[config.mk]
export PLATFORM = sky130hd
export DESIGN_NAME = supply_supervisor_watchdog_reset
export DESIGN_NICKNAME = d
export VERILOG_FILES = /design/src/rtl/supervisor_pkg.sv /design/src/rtl/supervisor_timer.sv /design/src/rtl/supply_supervisor_watchdog_reset.sv
export SDC_FILE = /design/constraint.sdc
export NUM_CORES = 1
export LEC_CHECK = 0
export ABC_AREA = 0
export CAP_MARGIN = 10
export CELL_PAD_IN_SITES_DETAIL_PLACEMENT = 2
export CELL_PAD_IN_SITES_GLOBAL_PLACEMENT = 2
export CORE_MARGIN = 2
export CORE_UTILIZATION = 44
export CTS_CLUSTER_DIAMETER = 150
export CTS_CLUSTER_SIZE = 10
export DETAILED_ROUTE_END_ITERATION = 8
export DONT_BUFFER_PORTS = 1
export GPL_TIMING_DRIVEN = 0
export PLACE_DENSITY = 0.81
export SLEW_MARGIN = 20
export SYNTH_ARGS = -nofsm -noshare
export SYNTH_HDL_FRONTEND = slang
export SYNTH_HIERARCHICAL = 1
export SYNTH_SLANG_ARGS = --single-unit
[constraint.sdc]
create_clock -name i_mclk -period 7.9 [get_ports i_mclk]
set_input_delay 1.58 -clock i_mclk [delete_from_list [all_inputs] [get_ports i_mclk]]
set_output_delay 1.58 -clock i_mclk [all_outputs]
set_load 0.01 [all_outputs]
[src/rtl/supervisor_pkg.sv]
// Constants for the supply supervisor with watchdog and manual reset.
// Operation
// Hold reset while supply low, then at least 140 ms after recovery.
// Assert reset when watchdog kick input fails to change before timeout.
// Watchdog timeout between 1.12 s and 3.20 s, typical 1.60 s.
// Processor toggles the watchdog kick input faster than the timeout.
// Floating or tri-stated kick input disables watchdog supervision.
// Manual reset input driven low initiates reset.
// Manual reset input defaults high through pull-up; unconnected never resets.
// Active-low push-pull reset output is low during any reset condition.
// Optional active-high reset output is always complement of active-low output.
// Three build variants select manual reset, watchdog, high output.
// Kick level changes and reset release restart the watchdog timer.
// Manual and watchdog resets are stretched by the same minimum timeout.
package supervisor_pkg;
	localparam int unsigned CLK_HZ        = 125000000;
	localparam int unsigned RESET_MS      = 140;
	localparam int unsigned WD_TYP_MS     = 1600;
	localparam int unsigned RESET_CYCLES  = CLK_HZ / 1000 * RESET_MS;
	localparam int unsigned WD_CYCLES     = CLK_HZ / 1000 * WD_TYP_MS;
	localparam int unsigned CNT_W         = 28;
	localparam logic [1:0]  VARIANT_MR_WD = 2'h1;
	localparam logic [1:0]  VARIANT_HI_WD = 2'h2;
	localparam logic [1:0]  VARIANT_HI_MR = 2'h3;
	typedef enum logic [1:0] {
		ST_HOLD    = 2'h0,
		ST_STRETCH = 2'h1,
		ST_RUN     = 2'h3
	} sup_state_e;
endpackage

[src/rtl/supervisor_timer.sv]
// Loadable down counter with a one-cycle expiry pulse.
`timescale 1ns/1ps
module supervisor_timer #(
	parameter int unsigned W = 28
) (
	input  wire logic         i_mclk,
	input  wire logic         i_reset,
	input  wire logic         i_load,
	input  wire logic [W-1:0] i_count,
	input  wire logic         i_run,
	output logic              o_expired
);
	logic [W-1:0] cnt_r;
	logic         exp_r;
	wire          at_one = (cnt_r == W'(1));
	always_ff @(posedge i_mclk) begin
		if (i_reset || i_load) begin
			cnt_r <= i_count;
		end else if (i_run && cnt_r != '0) begin
			cnt_r <= cnt_r - W'(1);
		end
	end
	always_ff @(posedge i_mclk) begin
		if (i_reset) begin
			exp_r <= 1'b0;
		end else begin
			exp_r <= !i_load && i_run && at_one;
		end
	end
	assign o_expired = exp_r;
endmodule // supervisor_timer

[src/rtl/supply_supervisor_watchdog_reset.sv]
// Top of the supply supervisor: reset stretching, watchdog and manual reset.
`timescale 1ns/1ps
module supply_supervisor_watchdog_reset #(
	parameter logic [1:0]  VARIANT      = supervisor_pkg::VARIANT_MR_WD,
	parameter int unsigned RESET_CYCLES = supervisor_pkg::RESET_CYCLES,
	parameter int unsigned WD_CYCLES    = supervisor_pkg::WD_CYCLES
) (
	input  wire logic i_mclk,
	input  wire logic i_reset,
	input  wire logic i_supply_good,
	input  wire logic i_manual_reset_input_n,
	input  wire logic i_watchdog_kick_input,
	input  wire logic i_watchdog_kick_oe,
	output logic      o_reset_n,
	output logic      o_reset
);
	localparam int unsigned W = supervisor_pkg::CNT_W;
	// Variant selection of the optional functions.
	wire has_mr = (VARIANT != supervisor_pkg::VARIANT_HI_WD);
	wire has_wd = (VARIANT != supervisor_pkg::VARIANT_HI_MR);
	wire has_hi = (VARIANT != supervisor_pkg::VARIANT_MR_WD);

	supervisor_pkg::sup_state_e state_r;
	supervisor_pkg::sup_state_e state_nxt;
	logic kick_prev_r;
	logic rst_n_r;
	logic rst_r;
	logic wd_expired;
	logic stretch_done;

	// An undriven pin reads as the pull-up level, so a bare pin is harmless.
	wire mr_low   = has_mr && !i_manual_reset_input_n;
	// A kick pin that nobody drives leaves the watchdog idle.
	wire wd_on    = has_wd && i_watchdog_kick_oe;
	wire kick_chg = wd_on && (i_watchdog_kick_input != kick_prev_r);
	wire cause    = !i_supply_good || mr_low;
	wire in_run   = (state_r == supervisor_pkg::ST_RUN);
	wire wd_load  = !in_run || kick_chg || !wd_on;
	wire st_load  = (state_r != supervisor_pkg::ST_STRETCH);

	// Stretch timer, reloaded until the stretch phase begins.
	supervisor_timer #(.W(W)) u_stretch (
		.i_mclk    (i_mclk),
		.i_reset   (i_reset),
		.i_load    (st_load),
		.i_count   (W'(RESET_CYCLES)),
		.i_run     (1'b1),
		.o_expired (stretch_done)
	);

	// Watchdog timer; it restarts whenever reset is in force or the kick moves.
	supervisor_timer #(.W(W)) u_watchdog (
		.i_mclk    (i_mclk),
		.i_reset   (i_reset),
		.i_load    (wd_load),
		.i_count   (W'(WD_CYCLES)),
		.i_run     (wd_on),
		.o_expired (wd_expired)
	);

	always_comb begin
		state_nxt = state_r;
		case (state_r)
			supervisor_pkg::ST_HOLD: begin
				if (!cause) begin
					state_nxt = supervisor_pkg::ST_STRETCH;
				end
			end
			supervisor_pkg::ST_STRETCH: begin
				if (cause) begin
					state_nxt = supervisor_pkg::ST_HOLD;
				end else if (stretch_done) begin
					state_nxt = supervisor_pkg::ST_RUN;
				end
			end
			supervisor_pkg::ST_RUN: begin
				if (cause) begin
					state_nxt = supervisor_pkg::ST_HOLD;
				end else if (wd_expired && !kick_chg) begin
					// A watchdog reset needs no hold, so it goes straight to stretching.
					state_nxt = supervisor_pkg::ST_STRETCH;
				end
			end
			default: begin
				state_nxt = supervisor_pkg::ST_HOLD;
			end
		endcase
	end

	always_ff @(posedge i_mclk) begin
		if (i_reset) begin
			state_r     <= supervisor_pkg::ST_HOLD;
			kick_prev_r <= 1'b0;
			rst_n_r     <= 1'b0;
			// The high output must stay the complement of the low one during reset too.
			rst_r       <= has_hi;
		end else begin
			state_r     <= state_nxt;
			kick_prev_r <= i_watchdog_kick_input;
			rst_n_r     <= (state_nxt == supervisor_pkg::ST_RUN);
			rst_r       <= has_hi && (state_nxt != supervisor_pkg::ST_RUN);
		end
	end

	assign o_reset_n = rst_n_r;
	assign o_reset   = rst_r;
endmodule // supply_supervisor_watchdog_reset

Yosys cells after proc, flatten, opt, wreduce, memory -nomap -nowiden
Cells that the tools add are included.
{"block": "totals", "output_inout_bits": 2, "inputBits": 6, "word_cells": 43, "ff_bits": 62}
{"block": "op_classes", "addsub": 2, "n_reduce_logical": 21, "n_eq_ne": 7, "n_mux": 6}
{"op": "$eq 28x1->1 const B", "n": 2}
{"op": "$reduce_bool 28->1", "n": 2}
{"op": "$sub 28x1->28 const B", "n": 2}
{"op": "$mux 2", "n": 5}
{"op": "$logic_not 1->1", "n": 7}
{"op": "$logic_and 1x1->1", "n": 6}
{"op": "$pmux 2 s3", "n": 1}
{"op": "$logic_or 1x1->1", "n": 5}
{"op": "$eq 2x2->1 const B", "n": 2}
{"op": "$eq 2x1->1 const B", "n": 1}
{"op": "$logic_not 2->1", "n": 1}
{"op": "$ne 2x1->1 const B", "n": 1}
{"op": "$ne 1x1->1", "n": 1}

Longest topological paths before layout
Gate-level depths: netlist of the first run.
{"block": "depth", "depth_word": 8, "ltp_mapped": 7, "mapped_depth_nobuf": 6}

Modules after synthesis
Netlist of the first run, hierarchy kept.
{"module": "supervisor_timer (u_stretch)", "instances": 1, "seq_area_each_um2": 860.8, "cells_per_inst": 190, "area_per_inst_um2": 1844.3}
{"module": "supervisor_timer (u_watchdog)", "instances": 1, "seq_area_each_um2": 860.8, "cells_per_inst": 191, "area_per_inst_um2": 1840.5}
{"module": "supply_supervisor_watchdog_reset", "instances": 1, "seq_area_each_um2": 80.1, "cells_per_inst": 18, "area_per_inst_um2": 167.7}

Worst setup path after synthesis of the first run
OpenSTA, ideal clock, no wires.
{"block": "synth_timing", "path_type": "input to register", "start": "input port i_watchdog_kick_input", "end": "register u_watchdog.cnt_r[0] (enable)", "t_required_ns": 7.470, "arrival_time_ns": 3.686, "cell_stages": 5, "path_buffers": 1, "setup_time_ns": 0.430, "setup_slack_ns": 3.784, "path_cell_list": "xnor2_1 nand4_1 nor2_1 clkbuf_1 a31oi_1"}
{"block": "synth_via", "elab_chain_cells": 5}
{"element": "start: declaration", "line_no": "supply_supervisor_watchdog_reset.sv:12", "source": "input wire logic i_watchdog_kick_input,"}
{"element": "$ne 1x1->1", "line_no": "supply_supervisor_watchdog_reset.sv:35", "source": "wire kick_chg = wd_on && (i_watchdog_kick_input != kick_prev_r);"}
{"element": "$logic_and 1x1->1", "line_no": "supply_supervisor_watchdog_reset.sv:35"}
{"element": "$logic_or 1x1->1 (2 in series)", "line_no": "supply_supervisor_watchdog_reset.sv:38", "source": "wire wd_load = !in_run || kick_chg || !wd_on;"}
{"element": "named net wd_load", "line_no": "supply_supervisor_watchdog_reset.sv:38"}
{"element": "$logic_or 1x1->1", "line_no": "supervisor_timer.sv:17", "source": "if (i_reset || i_load) begin"}
{"element": "end signal: assignment", "line_no": "supervisor_timer.sv:18", "source": "cnt_r <= i_count;"}
{"element": "end signal: assignment", "line_no": "supervisor_timer.sv:20", "source": "cnt_r <= cnt_r - W'(1);"}
{"element": "end: declaration", "line_no": "supervisor_timer.sv:13", "source": "logic [W-1:0] cnt_r;"}
The timed path passes the listed nets, and every way through them passes these cells.
A chain may end at the register's enable or synchronous reset.

Final worst setup path of the first run
{"block": "layout_timing", "start": "input port i_watchdog_kick_input", "end": "register u_watchdog.cnt_r[7] (enable)"}
Same word-level chain as after synthesis.

==> summary by stage, run 1 <==
Worst setup path
The category of the most critical setup path is in2reg. The type of element launching the critical path is an input port. The signal on the critical path passes through xnor2_1 > nand4_1 > nor2_1 > clkbuf_1 > a31oi_4 > buf_16.

STA classifies the critical path endpoint as a register. Of all nets on the critical path, the largest fanout is 20. At the worst endpoint, the required time is 8.01 ns.

The data arrival time of the worst path is 3.32 ns. On the critical path, the stage with the largest delay is an instance of clkbuf_1. On the worst path, the slowest cell contributes a delay of 0.51 ns.

Cells and area
The number of non-filler instances in the completed layout is 582. The most common cell after layout, fill and taps aside is conb_1. In the layout the commonest cells are conb_1 (59), edfxtp_1 (56), nor2_1 (45).

The ratio of cells with drive above 1 in the final layout is 0.0823. Compared with the post-synthesis result, the final layout area differs by 17.0%. The antenna diode count is 0.

In the final design database the tool counted 481 nets.

Synth
For this run, the register share of the synthesized area comes to 0.468. Of the total synthesized cell area, the portion taken by XOR and XNOR cells is 0.0477. Of the total synthesized cell area, the portion taken by full adders, half adders and majority gates is 0.0195. Counting distinct cell types in the post-synthesis netlist gives 42. The area share of the largest cell type after synthesis is 0.437. The simple-gate share of the synthesized area is 0.283. Of the post-synthesis cell area, the part taken by muxes is 0. The register bit count reported by yosys is 62. The share of the synthesized area in compound gates (AO/OA/AOI/OAI) is 0.155. Ranked by total cell area, the synthesized netlist is headed by edfxtp_1 (44%), a31oi_1 (4.5%), nor2_1 (4.4%). The combined area of all synthesized cells is 3850 µm². Yosys printed 6 warnings.

Of all cell types, the one taking the most synthesized area is edfxtp_1. The mean cell area of the mapped netlist is 9.66 µm². The synthesized instance count is 399. After synthesis, the largest family of logic cells by area is simple AND/OR/NAND/NOR gates.

Clock network
After clock tree synthesis, the setup repair step added 0 buffers. CTS built an H-tree with a depth of 3. The post-cts sizing count is 0. In this run, CTS created clock tree buffers numbering 9. Hold repair after CTS inserted 0 buffers.

TritonCTS built the clock tree. The buffer depth of the longest clock path is 2. After clock tree synthesis, the clock-pin slew on the worst setup and hold paths is 0.07 ns.

The number of sinks handled by clock tree synthesis is 62. Clock latency on the worst-skew pair, taken at its later pin, is 0.35 ns. The cell sitting at the root of the clock tree is a clkbuf_8.

Outcome
The run finished with clean final reports.

Routing
In the final routed layout, each cell accounts on average for 21.4 µm. The number of search-and-repair iterations in the first detailed-routing pass is 4. The initial DRC count is 99. The DRC violation count after routing is 0. In the routed layout, each cell is associated on average with a via count of 5.97. The total detailed-routing wirelength is 12500 µm. The count of vias placed by the detailed router is 3473. The detail route stage leaves a number of antenna-violating nets equal to 0.

Floorplan
The vertical extent of the die is 97.6 µm. The core outline area is 8590 µm². The number of top-level pins is 8. The floorplan step defined a die boundary enclosing 9520 µm².

Row generation in the floorplan step produced 34 rows. The die is 97.6 µm wide. The effective utilization at floorplan is 0.448.

Global routing
The number of global-route vias before repair is 3820. The number of antenna violations at the first check in global routing was 0. Summed over all layers, the global routing overflow is 0. In the global route stage, overall resource usage came out at 0.276. Entering global routing, the biggest net connects 21 pins. The global-route wire length before repair is 20600 µm.

Timing
Based on the critical path, the design can be clocked at up to 312 MHz. In the post-route analysis, the smallest setup slack over all paths is 4.69 ns. The worst setup skew after layout is 0.00674 ns. The fraction of the cycle the final worst path needs is 0.406. The shortest period the worst path allows is 3.21 ns. The transition at the pin with the smallest max-transition slack is 0.812 ns. The final count of hold timing violations was 0. In the final timing run, aggregate negative setup slack is 0 ns. The max-slew violation total from the final report is 0. The worst pin sits at a relative slew slack of 0.457. Setup violations remaining at the end of the flow were counted as 0. Setup repair after global routing left no endpoint under its margin.

Power and ir drop
Summed over all cells, the static leakage comes to 1.55 nW. For this design the ratio of total power to cell area is 177 nW/µm². IR analysis of the VDD net gives a maximum drop of 0.0772 mV.

Placement
OpenSTA, run right after detailed placement, puts the worst setup slack at 4.37 ns. The final estimated routing congestion in global placement is 0.757. Input and output buffers added on the ports amount to 0. Summed over all nets, the half-perimeter wirelength after detailed placement is 8590 µm. The number of cells after detailed placement is 566.

Run
The max-cap check violation count is 0.

Hold path
The path class of the tightest hold or removal check is reg2reg.
## metrics by stage
| stage | power [W] | hold slack [ns] | utilization | cell area (µm²) |
|---|---|---|---|---|
| 6_report | 0.000798 | 0.479 | 0.524 | 4510 |
| 5_1_grt | 0.000829 | 0.506 | 0.524 | 4510 |
| 4_1_cts | 0.000801 | 0.483 | 0.524 | 4510 |
| 3_5_place_dp | 0.000475 | 0.475 | 0.498 | 4280 |
| 3_3_place_gp | 0.000467 | 0.445 | 0.489 | 4200 |
| 2_1_floorplan | 0.000451 | 0.431 | - | 4070 |
## path summary, 6_finish.rpt
path                               from             endpoint  slack, ns  depth (start not counted)
setup / recovery  i_watchdog_kick_input  u_watchdog/cnt_r[7]       4.69                          6
hold / removal     u_watchdog/o_expired           state_r[1]       0.48                          1
setup reg to reg    u_watchdog/cnt_r[2]  u_watchdog/cnt_r[7]       4.98                          5
hold reg to reg    u_watchdog/o_expired           state_r[1]       0.48                          1
## cells in the mapped netlist
cell type,count
xor2_1,7
nor3_1,13
or2_2,7
o31ai_1,13
or3_1,15
nand2_1,32
and4_1,1
nor4_2,2
o41ai_1,9
or4_1,19
nor3b_1,1
nor4_1,11
buf_4,1
o211ai_1,2
ha_1,6
a311oi_1,2
nand4bb_1,3
o31a_1,2
nor4b_2,1
buf_2,1
nand4_1,5
dfxtp_1,6
a21oi_1,7
or3_2,2
o21ai_0,32
inv_1,8
nor2_1,45
conb_1,2
edfxtp_1,56
clkbuf_1,15
or4_4,2
or4b_1,2
nand2b_1,5
nand3_1,9
nand3b_1,2
nor2b_1,1
xnor2_1,14
nor4_4,2
nand4b_1,4
and3_1,3
nand4_2,1
a31oi_1,28
## flip-flops by register name, summed over array words and instances (netlist names)
register,cells
o_reset_n,1
u_watchdog/o_expired,1
kick_prev_r,1
state_r,2
u_watchdog/cnt_r,28
u_stretch/cnt_r,28
u_stretch/o_expired,1
## where the power goes
group / internal (W) / switching [W]
Sequential: 0.000378 / 0.0000264
Clock: 0.000185 / 0.000139
Combinational: 0.0000274 / 0.0000414
Total: 0.000591 / 0.000207
## final cells by class
type,instances,area [µm²]
Buffer,17,68.8
Clock buffer,10,138
Clock inverter,6,85.1
Fill cell,931,4090
Inverter,8,30.0
Multi-Input combinational cell,369,2190
Sequential cell,62,1800
Tap cell,108,135
Timing Repair Buffer,2,55.1
## kinds of logic after synthesis
logic type               count (synthesis)
AND/OR/NAND/NOR                        188
AO/OA/AOI/OAI                           95
other                                    2
XOR/XNOR                                21
buffers and inverters                   25
adder cells (fa/ha/maj)                  6
flip-flops                              62
## per-layer routing
layer | up-vias | share of wire | GRT usage | wire length [µm]
met3 | 14 | 0.025 | 0.0403 | 307
li1 | 1635 | - | - | -
met2 | 58 | 0.56 | 0.533 | 6990
met5 | - | 0 | 0 | 0
met4 | 0 | 0.015 | 0.0940 | 183
met1 | 1766 | 0.40 | 0.305 | 4990
## worst max-delay path, delay by kind of cell
family / cells / cell delay, ns
XOR/XNOR: 1 / 0.17
buffers and inverters: 2 / 0.76
AO/OA/AOI/OAI: 1 / 0.32
AND/OR/NAND/NOR: 2 / 0.47
(Power assumes the default switching activity.)
==> run 2, diff against run 1 <==
- CORE_UTILIZATION: 44 -> 38
- PLACE_DENSITY: 0.81 -> 0.75
- clock period: 7.9 -> 2.92 ns (I/O delays scaled with it)
==> run 2 against run 1 <==
Against the previous run:
- clock-buffer cell count did not move
- clock skew up 0.0069 ns
- design area is 1.4% higher
- final cell count rose by 4.3%
- worst hold slack worse by 0.18 ns
- critical endpoint is now u_watchdog/cnt_r[12]
- largest cell class unchanged
- largest power group unchanged
- highest routed layer unchanged
==> summary by stage, run 2 (same netlist as run 1, synthesis figures left out) <==
Global routing
The number of global-route vias before repair was 3785 (was 3820). The pin count of the biggest net entering global routing is 19 (was 21). The global route total overflow is 0 (unchanged).

The global-route usage over all layers is 0.229 (was 0.276). The number of antenna violations at the first check in global routing was 0 (unchanged). The global-route wire length before repair is 19900 µm (was 20600 µm).

Worst setup path
The largest stage delay on the critical path is 0.56 ns (was 0.51 ns). The launch instance of the worst register-to-register path is u_watchdog/cnt_r[6] (was u_watchdog/cnt_r[2]). The category of the most critical setup path is reg2reg (was in2reg). CP cell instances: nor3_1 > nand4_2 > nor4_2 > a31oi_4 > buf_16 (was xnor2_1 > nand4_1 > nor2_1 > clkbuf_1 > a31oi_4 > buf_16). The type of element launching the critical path is a register (was input port). The slack of the worst reg-to-reg path is 0.19 ns (was 4.98 ns).

The slowest cell on the critical path was nor4_2 (was clkbuf_1). The largest delay contributor family on the critical path is simple AND/OR/NAND/NOR gates (was buffers and inverters). The biggest fanout along the worst timing path came to 16 (was 20). The combined buffer and inverter count along the critical path was 1 (was 2). The launching element of the worst setup path is u_watchdog/cnt_r[6] (was i_watchdog_kick_input). The critical path capture point type is a register (unchanged). The data arrival time of the worst path is 2.82 ns (was 3.32 ns). The data required time at the worst endpoint is 3.02 ns (was 8.01 ns).

Cells and area
The synthesis-to-finish area growth is 18.6% (was 17.0%). The most common cell after layout, fill and taps aside is conb_1 (unchanged). The multi-input logic area was 2210 µm² (was 2190 µm²). Registers with the most flip-flops: u_stretch/cnt_r (28), u_watchdog/cnt_r (28), state_r (2) (unchanged).

The final core utilization is 0.465 (was 0.524). The combined flip-flop and latch cell area is 1800 µm² (unchanged). The antenna diode count is 0 (unchanged). The final-stage net count is 481 (unchanged). The final design instance area without fill was 4570 µm² (was 4510 µm²). Top library cells by usage in the layout, fill and taps aside: conb_1 (59), edfxtp_1 (56), nor2_1 (45) (unchanged). The number of fill cells is 1115 (was 931). The ratio of cells with drive above 1 in the final layout is 0.0865 (was 0.0823).

Clock network
The clock tree from TritonCTS is built (unchanged). The number of sinks handled by clock tree synthesis is 62 (unchanged). The register clock-pin slew on the reported worst setup and hold paths was 0.08 ns (was 0.07 ns). The hold buffer count at CTS is 0 (unchanged). The number of buffers inserted during clock tree synthesis is 9 (unchanged). The number of H-tree levels was 3 (unchanged). The latest clock arrival within the worst-skew pair is 0.34 ns (was 0.35 ns). The buffer depth of the longest clock path was 2 (unchanged). The clock tree root driver cell is clkbuf_8 (unchanged).

Timing
The maximum clock rate is 367 MHz. The final setup violation count is 0 (unchanged). The worst path setup slack after routing is 0.193 ns (was 4.69 ns). RSZ-0062 raised after global routing: no (unchanged). The final total negative setup slack is 0 ns (unchanged).

The max-slew violation total from the final report is 0 (unchanged). The worst setup skew after layout was 0.0136 ns (was 0.00674 ns). The final count of hold timing violations was 0 (unchanged). The shortest period the worst path allows is 2.73 ns. The worst slew margin relative to its limit is 0.392 (was 0.457). The transition at the pin with the smallest max-transition slack is 0.909 ns (was 0.812 ns).

Dividing the final minimum period by the clock period gives 0.934.

Hold path
The worst min-delay path category is in2reg (was reg2reg). The start point of the worst min-delay path is i_reset (was u_watchdog/o_expired).

Floorplan
The number of top-level pins is 8 (unchanged). The core outline area came to 9820 µm² (was 8590 µm²). The overall die width is 105 µm (was 97.6 µm). The number of rows in the core area came to 36 (was 34). The effective utilization at floorplan was 0.392 (was 0.448). The area enclosed by the die boundary was 11000 µm² (was 9520 µm²). The vertical extent of the die was 105 µm (was 97.6 µm).

Placement
The final estimated routing congestion in global placement is 0.760 (was 0.757). The count of input and output buffers is 0 (unchanged). The pre-CTS setup slack was 0.0168 ns (was 4.37 ns). The post-detailed-placement cell area is 4310 µm² (was 4280 µm²).

The total half-perimeter wirelength after legalization and detailed placement is 8410 µm (was 8590 µm).

Routing
The DRC violation count after routing was 0 (unchanged). The total detailed-routing wirelength is 11900 µm (was 12500 µm). The number of nets with antenna violations after detailed routing is 0 (unchanged).

The count of vias placed by the detailed router is 3431 (was 3473). The initial DRC count came to 85 (was 99). The average wire length per cell after detail routing was 19.7 µm (was 21.4 µm).

The detailed-route vias per instance is 5.65 (was 5.97). The number of search-and-repair iterations in the first detailed-routing pass is 4 (unchanged).

Power and ir drop
The static power due to leakage is 1.55 nW (about the same). The power density over the cells came to 482 nW/µm² (was 177 nW/µm²). The worst-case vdd ir drop is 0.264 mV (was 0.0772 mV).

Outcome
Run status: finished clean (unchanged).

Run
The max-cap check violation count was 0 (unchanged).
-- run 2: stage by stage --
step | hold slack, ns | power [W] | cells
5_1_grt | 0.288 | 0.00230 | 607
3_5_place_dp | 0.482 | 0.00128 | 591
2_1_floorplan | 0.431 | 0.00122 | 456
4_1_cts | 0.286 | 0.00222 | 607
3_3_place_gp | 0.445 | 0.00127 | 589
6_report | 0.302 | 0.00220 | 607
-- run 2: final timing paths --
check                          to  cells after the start
max          u_watchdog/cnt_r[12]                      5
min                   kick_prev_r                      1
max reg2reg  u_watchdog/cnt_r[12]                      5
min reg2reg            state_r[1]                      1
-- run 2: repair_timing --
action	CTS	global route
gates resized for setup	1	2
buffers inserted	0	0
endpoints found under the setup margin	16	12
endpoints found under the hold margin	0	0
-- run 2: cell type report --
class	instances	share of cell area
Multi-Input combinational cell	369	0.483
Sequential cell	62	0.394
Tap cell	133	0.0364
Clock buffer	10	0.0279
Clock inverter	6	0.0241
Buffer	17	0.0151
Timing Repair Buffer	2	0.0121
Inverter	8	0.00657
-- run 2: layer usage --
metal / GRT usage / wire [µm] / vias up
li1: - / - / 1632
met1: 0.325 / 5800 / 1749
met2: 0.356 / 5680 / 32
met3: 0.0293 / 190 / 18
met4: 0.0876 / 258 / 0
met5: 0 / 0 / -
-- run 2: power by group --
part	switching (W)	internal, W	total [W]
combinational	0.000107	0.0000736	0.000181
sequential	0.0000701	0.00102	0.00109
clock	0.000363	0.000566	0.000929
total	0.000540	0.00166	0.00220
==> run 3, diff against run 2 <==
- CORE_ASPECT_RATIO: not set -> 1.4
==> run 3 against run 2 <==
Against the previous run:
- sequential power is essentially flat
- clock skew shrank 0.0036 ns
- critical path type unchanged
- worst hold slack gained 0.025 ns
- global-route usage grew 1.0 points
- largest cell class unchanged
==> summary by stage, run 3 (same netlist as run 1, synthesis figures left out) <==
Cells and area
Top library cells by usage in the layout, fill and taps aside: conb_1 (59), edfxtp_1 (56), nor2_1 (45) (unchanged). The final-stage net count is 481 (unchanged). The synthesis-to-finish area growth is 19.7% (was 18.6%). The number of fill cells is 1117 (was 1115). The number of non-filler instances in the completed layout is 609 (was 607).

The combined flip-flop and latch cell area is 1800 µm² (unchanged). The most common cell after layout, fill and taps aside is conb_1 (unchanged). The multi-input logic area is 2210 µm² (about the same). The final core utilization is 0.466 (was 0.465). Registers with the most flip-flops: u_stretch/cnt_r (28), u_watchdog/cnt_r (28), state_r (2) (unchanged). The antenna diode count is 0 (unchanged). The final design instance area without fill came to 4610 µm² (was 4570 µm²). The ratio of cells with drive above 1 in the final layout is 0.0781 (was 0.0865).

Routing
The initial DRC count was 125 (was 85). The average wire length per cell after detail routing is 19.6 µm (was 19.7 µm). The DRC violation count after routing is 0 (unchanged). The top metal layer carrying routed signals is met4 (unchanged). The number of search-and-repair iterations in the first detailed-routing pass was 4 (unchanged). The number of nets with antenna violations after detailed routing is 0 (unchanged). The wire length on met2 is 7080 µm (was 5680 µm). The wire length on met3 came to 139 µm (was 190 µm). The total detailed-routing wirelength is 11900 µm (about the same).

The detailed-route vias per instance came to 5.64 (was 5.65). The count of vias placed by the detailed router came to 3436 (was 3431). The routed length on met1 was 4500 µm (was 5800 µm).

Hold path
The worst min-delay path category is in2reg (unchanged).

Floorplan
The vertical extent of the die is 123 µm (was 105 µm). The number of rows in the core area was 43 (was 36). The overall die width is 89.1 µm (was 105 µm). The area enclosed by the die boundary came to 11000 µm² (about the same). The core outline area is 9900 µm² (was 9820 µm²). The effective utilization at floorplan is 0.389 (was 0.392). The number of top-level pins is 8 (unchanged).

Worst setup path
The launching element of the worst setup path is u_watchdog/cnt_r[20] (was u_watchdog/cnt_r[6]). The biggest fanout along the worst timing path is 16 (unchanged). The slack of the worst reg-to-reg path is 0.17 ns (was 0.19 ns). The slowest cell on the critical path is or4_4 (was nor4_2). The most common cell type on the critical path is or4_4. The category of the most critical setup path was reg2reg (unchanged). The critical path capture point type was a register (unchanged). The depth of the worst register-to-register path is 5 (unchanged).

The endpoint of the most critical setup path is u_watchdog/cnt_r[12] (unchanged). The data arrival time of the worst path came to 2.84 ns (was 2.82 ns). The type of element launching the critical path was a register (unchanged). The largest stage delay on the critical path was 0.58 ns (was 0.56 ns). CP cell instances: or4_4 > or4_4 > nor4_2 > a31oi_4 > buf_16 (was nor3_1 > nand4_2 > nor4_2 > a31oi_4 > buf_16). The data required time at the worst endpoint is 3.01 ns (was 3.02 ns). The launch instance of the worst register-to-register path was u_watchdog/cnt_r[20] (was u_watchdog/cnt_r[6]). The worst flop-to-flop path endpoint is u_watchdog/cnt_r[12] (unchanged).

Clock network
The number of sinks handled by clock tree synthesis is 62 (unchanged). The number of buffers inserted during clock tree synthesis is 9 (unchanged). The register clock-pin slew on the reported worst setup and hold paths was 0.06 ns (was 0.08 ns). The number of H-tree levels came to 3 (unchanged). The buffer depth of the longest clock path is 2 (unchanged).

The latest clock arrival within the worst-skew pair is 0.34 ns (about the same). The post-cts sizing count came to 1 (unchanged). The clock tree from TritonCTS is built (unchanged). The hold buffer count at CTS was 0 (unchanged).

The post-CTS setup repair buffer count is 0 (unchanged). The clock tree root driver cell is clkbuf_16 (was clkbuf_8).

Outcome
Run status: finished clean (unchanged).

Placement
The total half-perimeter wirelength after legalization and detailed placement is 8340 µm (was 8410 µm). The count of input and output buffers is 0 (unchanged). The final estimated routing congestion in global placement is 0.778 (was 0.760). The post-detailed-placement cell area is 4320 µm² (was 4310 µm²). The pre-CTS setup slack is -0.0342 ns (was 0.0168 ns). The number of cells after detailed placement came to 593 (was 591).

Timing
The final setup violation count is 0 (unchanged). The worst setup skew after layout is 0.0101 ns (was 0.0136 ns). The maximum clock rate is 364 MHz (was 367 MHz).

The max-slew violation total from the final report came to 0 (unchanged). The worst slew margin relative to its limit is 0.435 (was 0.392). The final count of hold timing violations is 0 (unchanged). The worst path setup slack after routing was 0.173 ns (was 0.193 ns). RSZ-0062 raised after global routing: no (unchanged). The shortest period the worst path allows is 2.75 ns (was 2.73 ns). The transition at the pin with the smallest max-transition slack was 0.840 ns (was 0.909 ns). The fraction of the cycle the final worst path needs is 0.941 (was 0.934).

Global routing
The global route total overflow came to 0 (unchanged). The global-route wire length before repair was 19900 µm (about the same). The pin count of the biggest net entering global routing came to 18 (was 19). The number of global-route vias before repair is 3837 (was 3785).

The number of antenna violations at the first check in global routing is 0 (unchanged). The global-route usage over all layers came to 0.239 (was 0.229).

Power and ir drop
The static power due to leakage is 1.58 nW (was 1.55 nW). The power density over the cells is 504 nW/µm² (was 482 nW/µm²). The overall power consumption was 0.00233 W (was 0.00220 W). The worst-case vdd ir drop came to 0.256 mV (was 0.264 mV).

Run
The max-cap check violation count was 0 (unchanged).
==> run 3: changes by cell type in the layout (fill, tap and decap cells not counted), sizes merged <==
cell	delta
clkinv	+4
bufinv	-2
clkinvlp	-2
==> run 3: per-layer routing <==
metal | GRT usage | vias to the layer above
met3 | 0.0354 | 14
met2 | 0.465 | 20
met5 | 0 | -
met1 | 0.255 | 1758
met4 | 0.0784 | 0
li1 | - | 1644
==> run 3: worst min-delay path by stage <==
stage,from,end,slack [ns],cells past startpoint
finish,i_reset,kick_prev_r,0.33,1
global route,i_reset,kick_prev_r,0.32,1
CTS,i_reset,kick_prev_r,0.31,1
detailed placement,u_watchdog/o_expired,o_reset_n,0.47,1
global placement,state_r[0],state_r[0],0.46,2
floorplan,u_watchdog/o_expired,o_reset_n,0.43,1
==> run 3: area by class of cell <==
cell class                 instances  share of cell area
multi-input combinational        369               0.478
sequential                        62               0.391
clock buffer                      10              0.0496
tap                              135              0.0366
buffer                            17              0.0149
timing repair buffer               2              0.0119
clock inverter                     6              0.0114
inverter                           8             0.00651
==> run 3: power breakdown <==
part | switching (W) | internal (W) | leakage, nW
logic | 0.000105 | 0.0000738 | 0.802
clock network | 0.000402 | 0.000650 | 0.141
registers | 0.0000712 | 0.00103 | 0.640
==> run 3: through the flow <==
stage,hold WS (ns),setup TNS (ns)
detailed placement,0.472,-0.536
CTS,0.314,0
global route,0.317,0
floorplan,0.431,0
global placement,0.463,-38.24
finish,0.326,0
==> run 3: critical path, delay by kind of cell, from the launching register on <==
kind	cells	cell delay, ns
flops	1	0.50
simple gates	3	1.40
compound gates	1	0.32
buf+inv	1	0.27
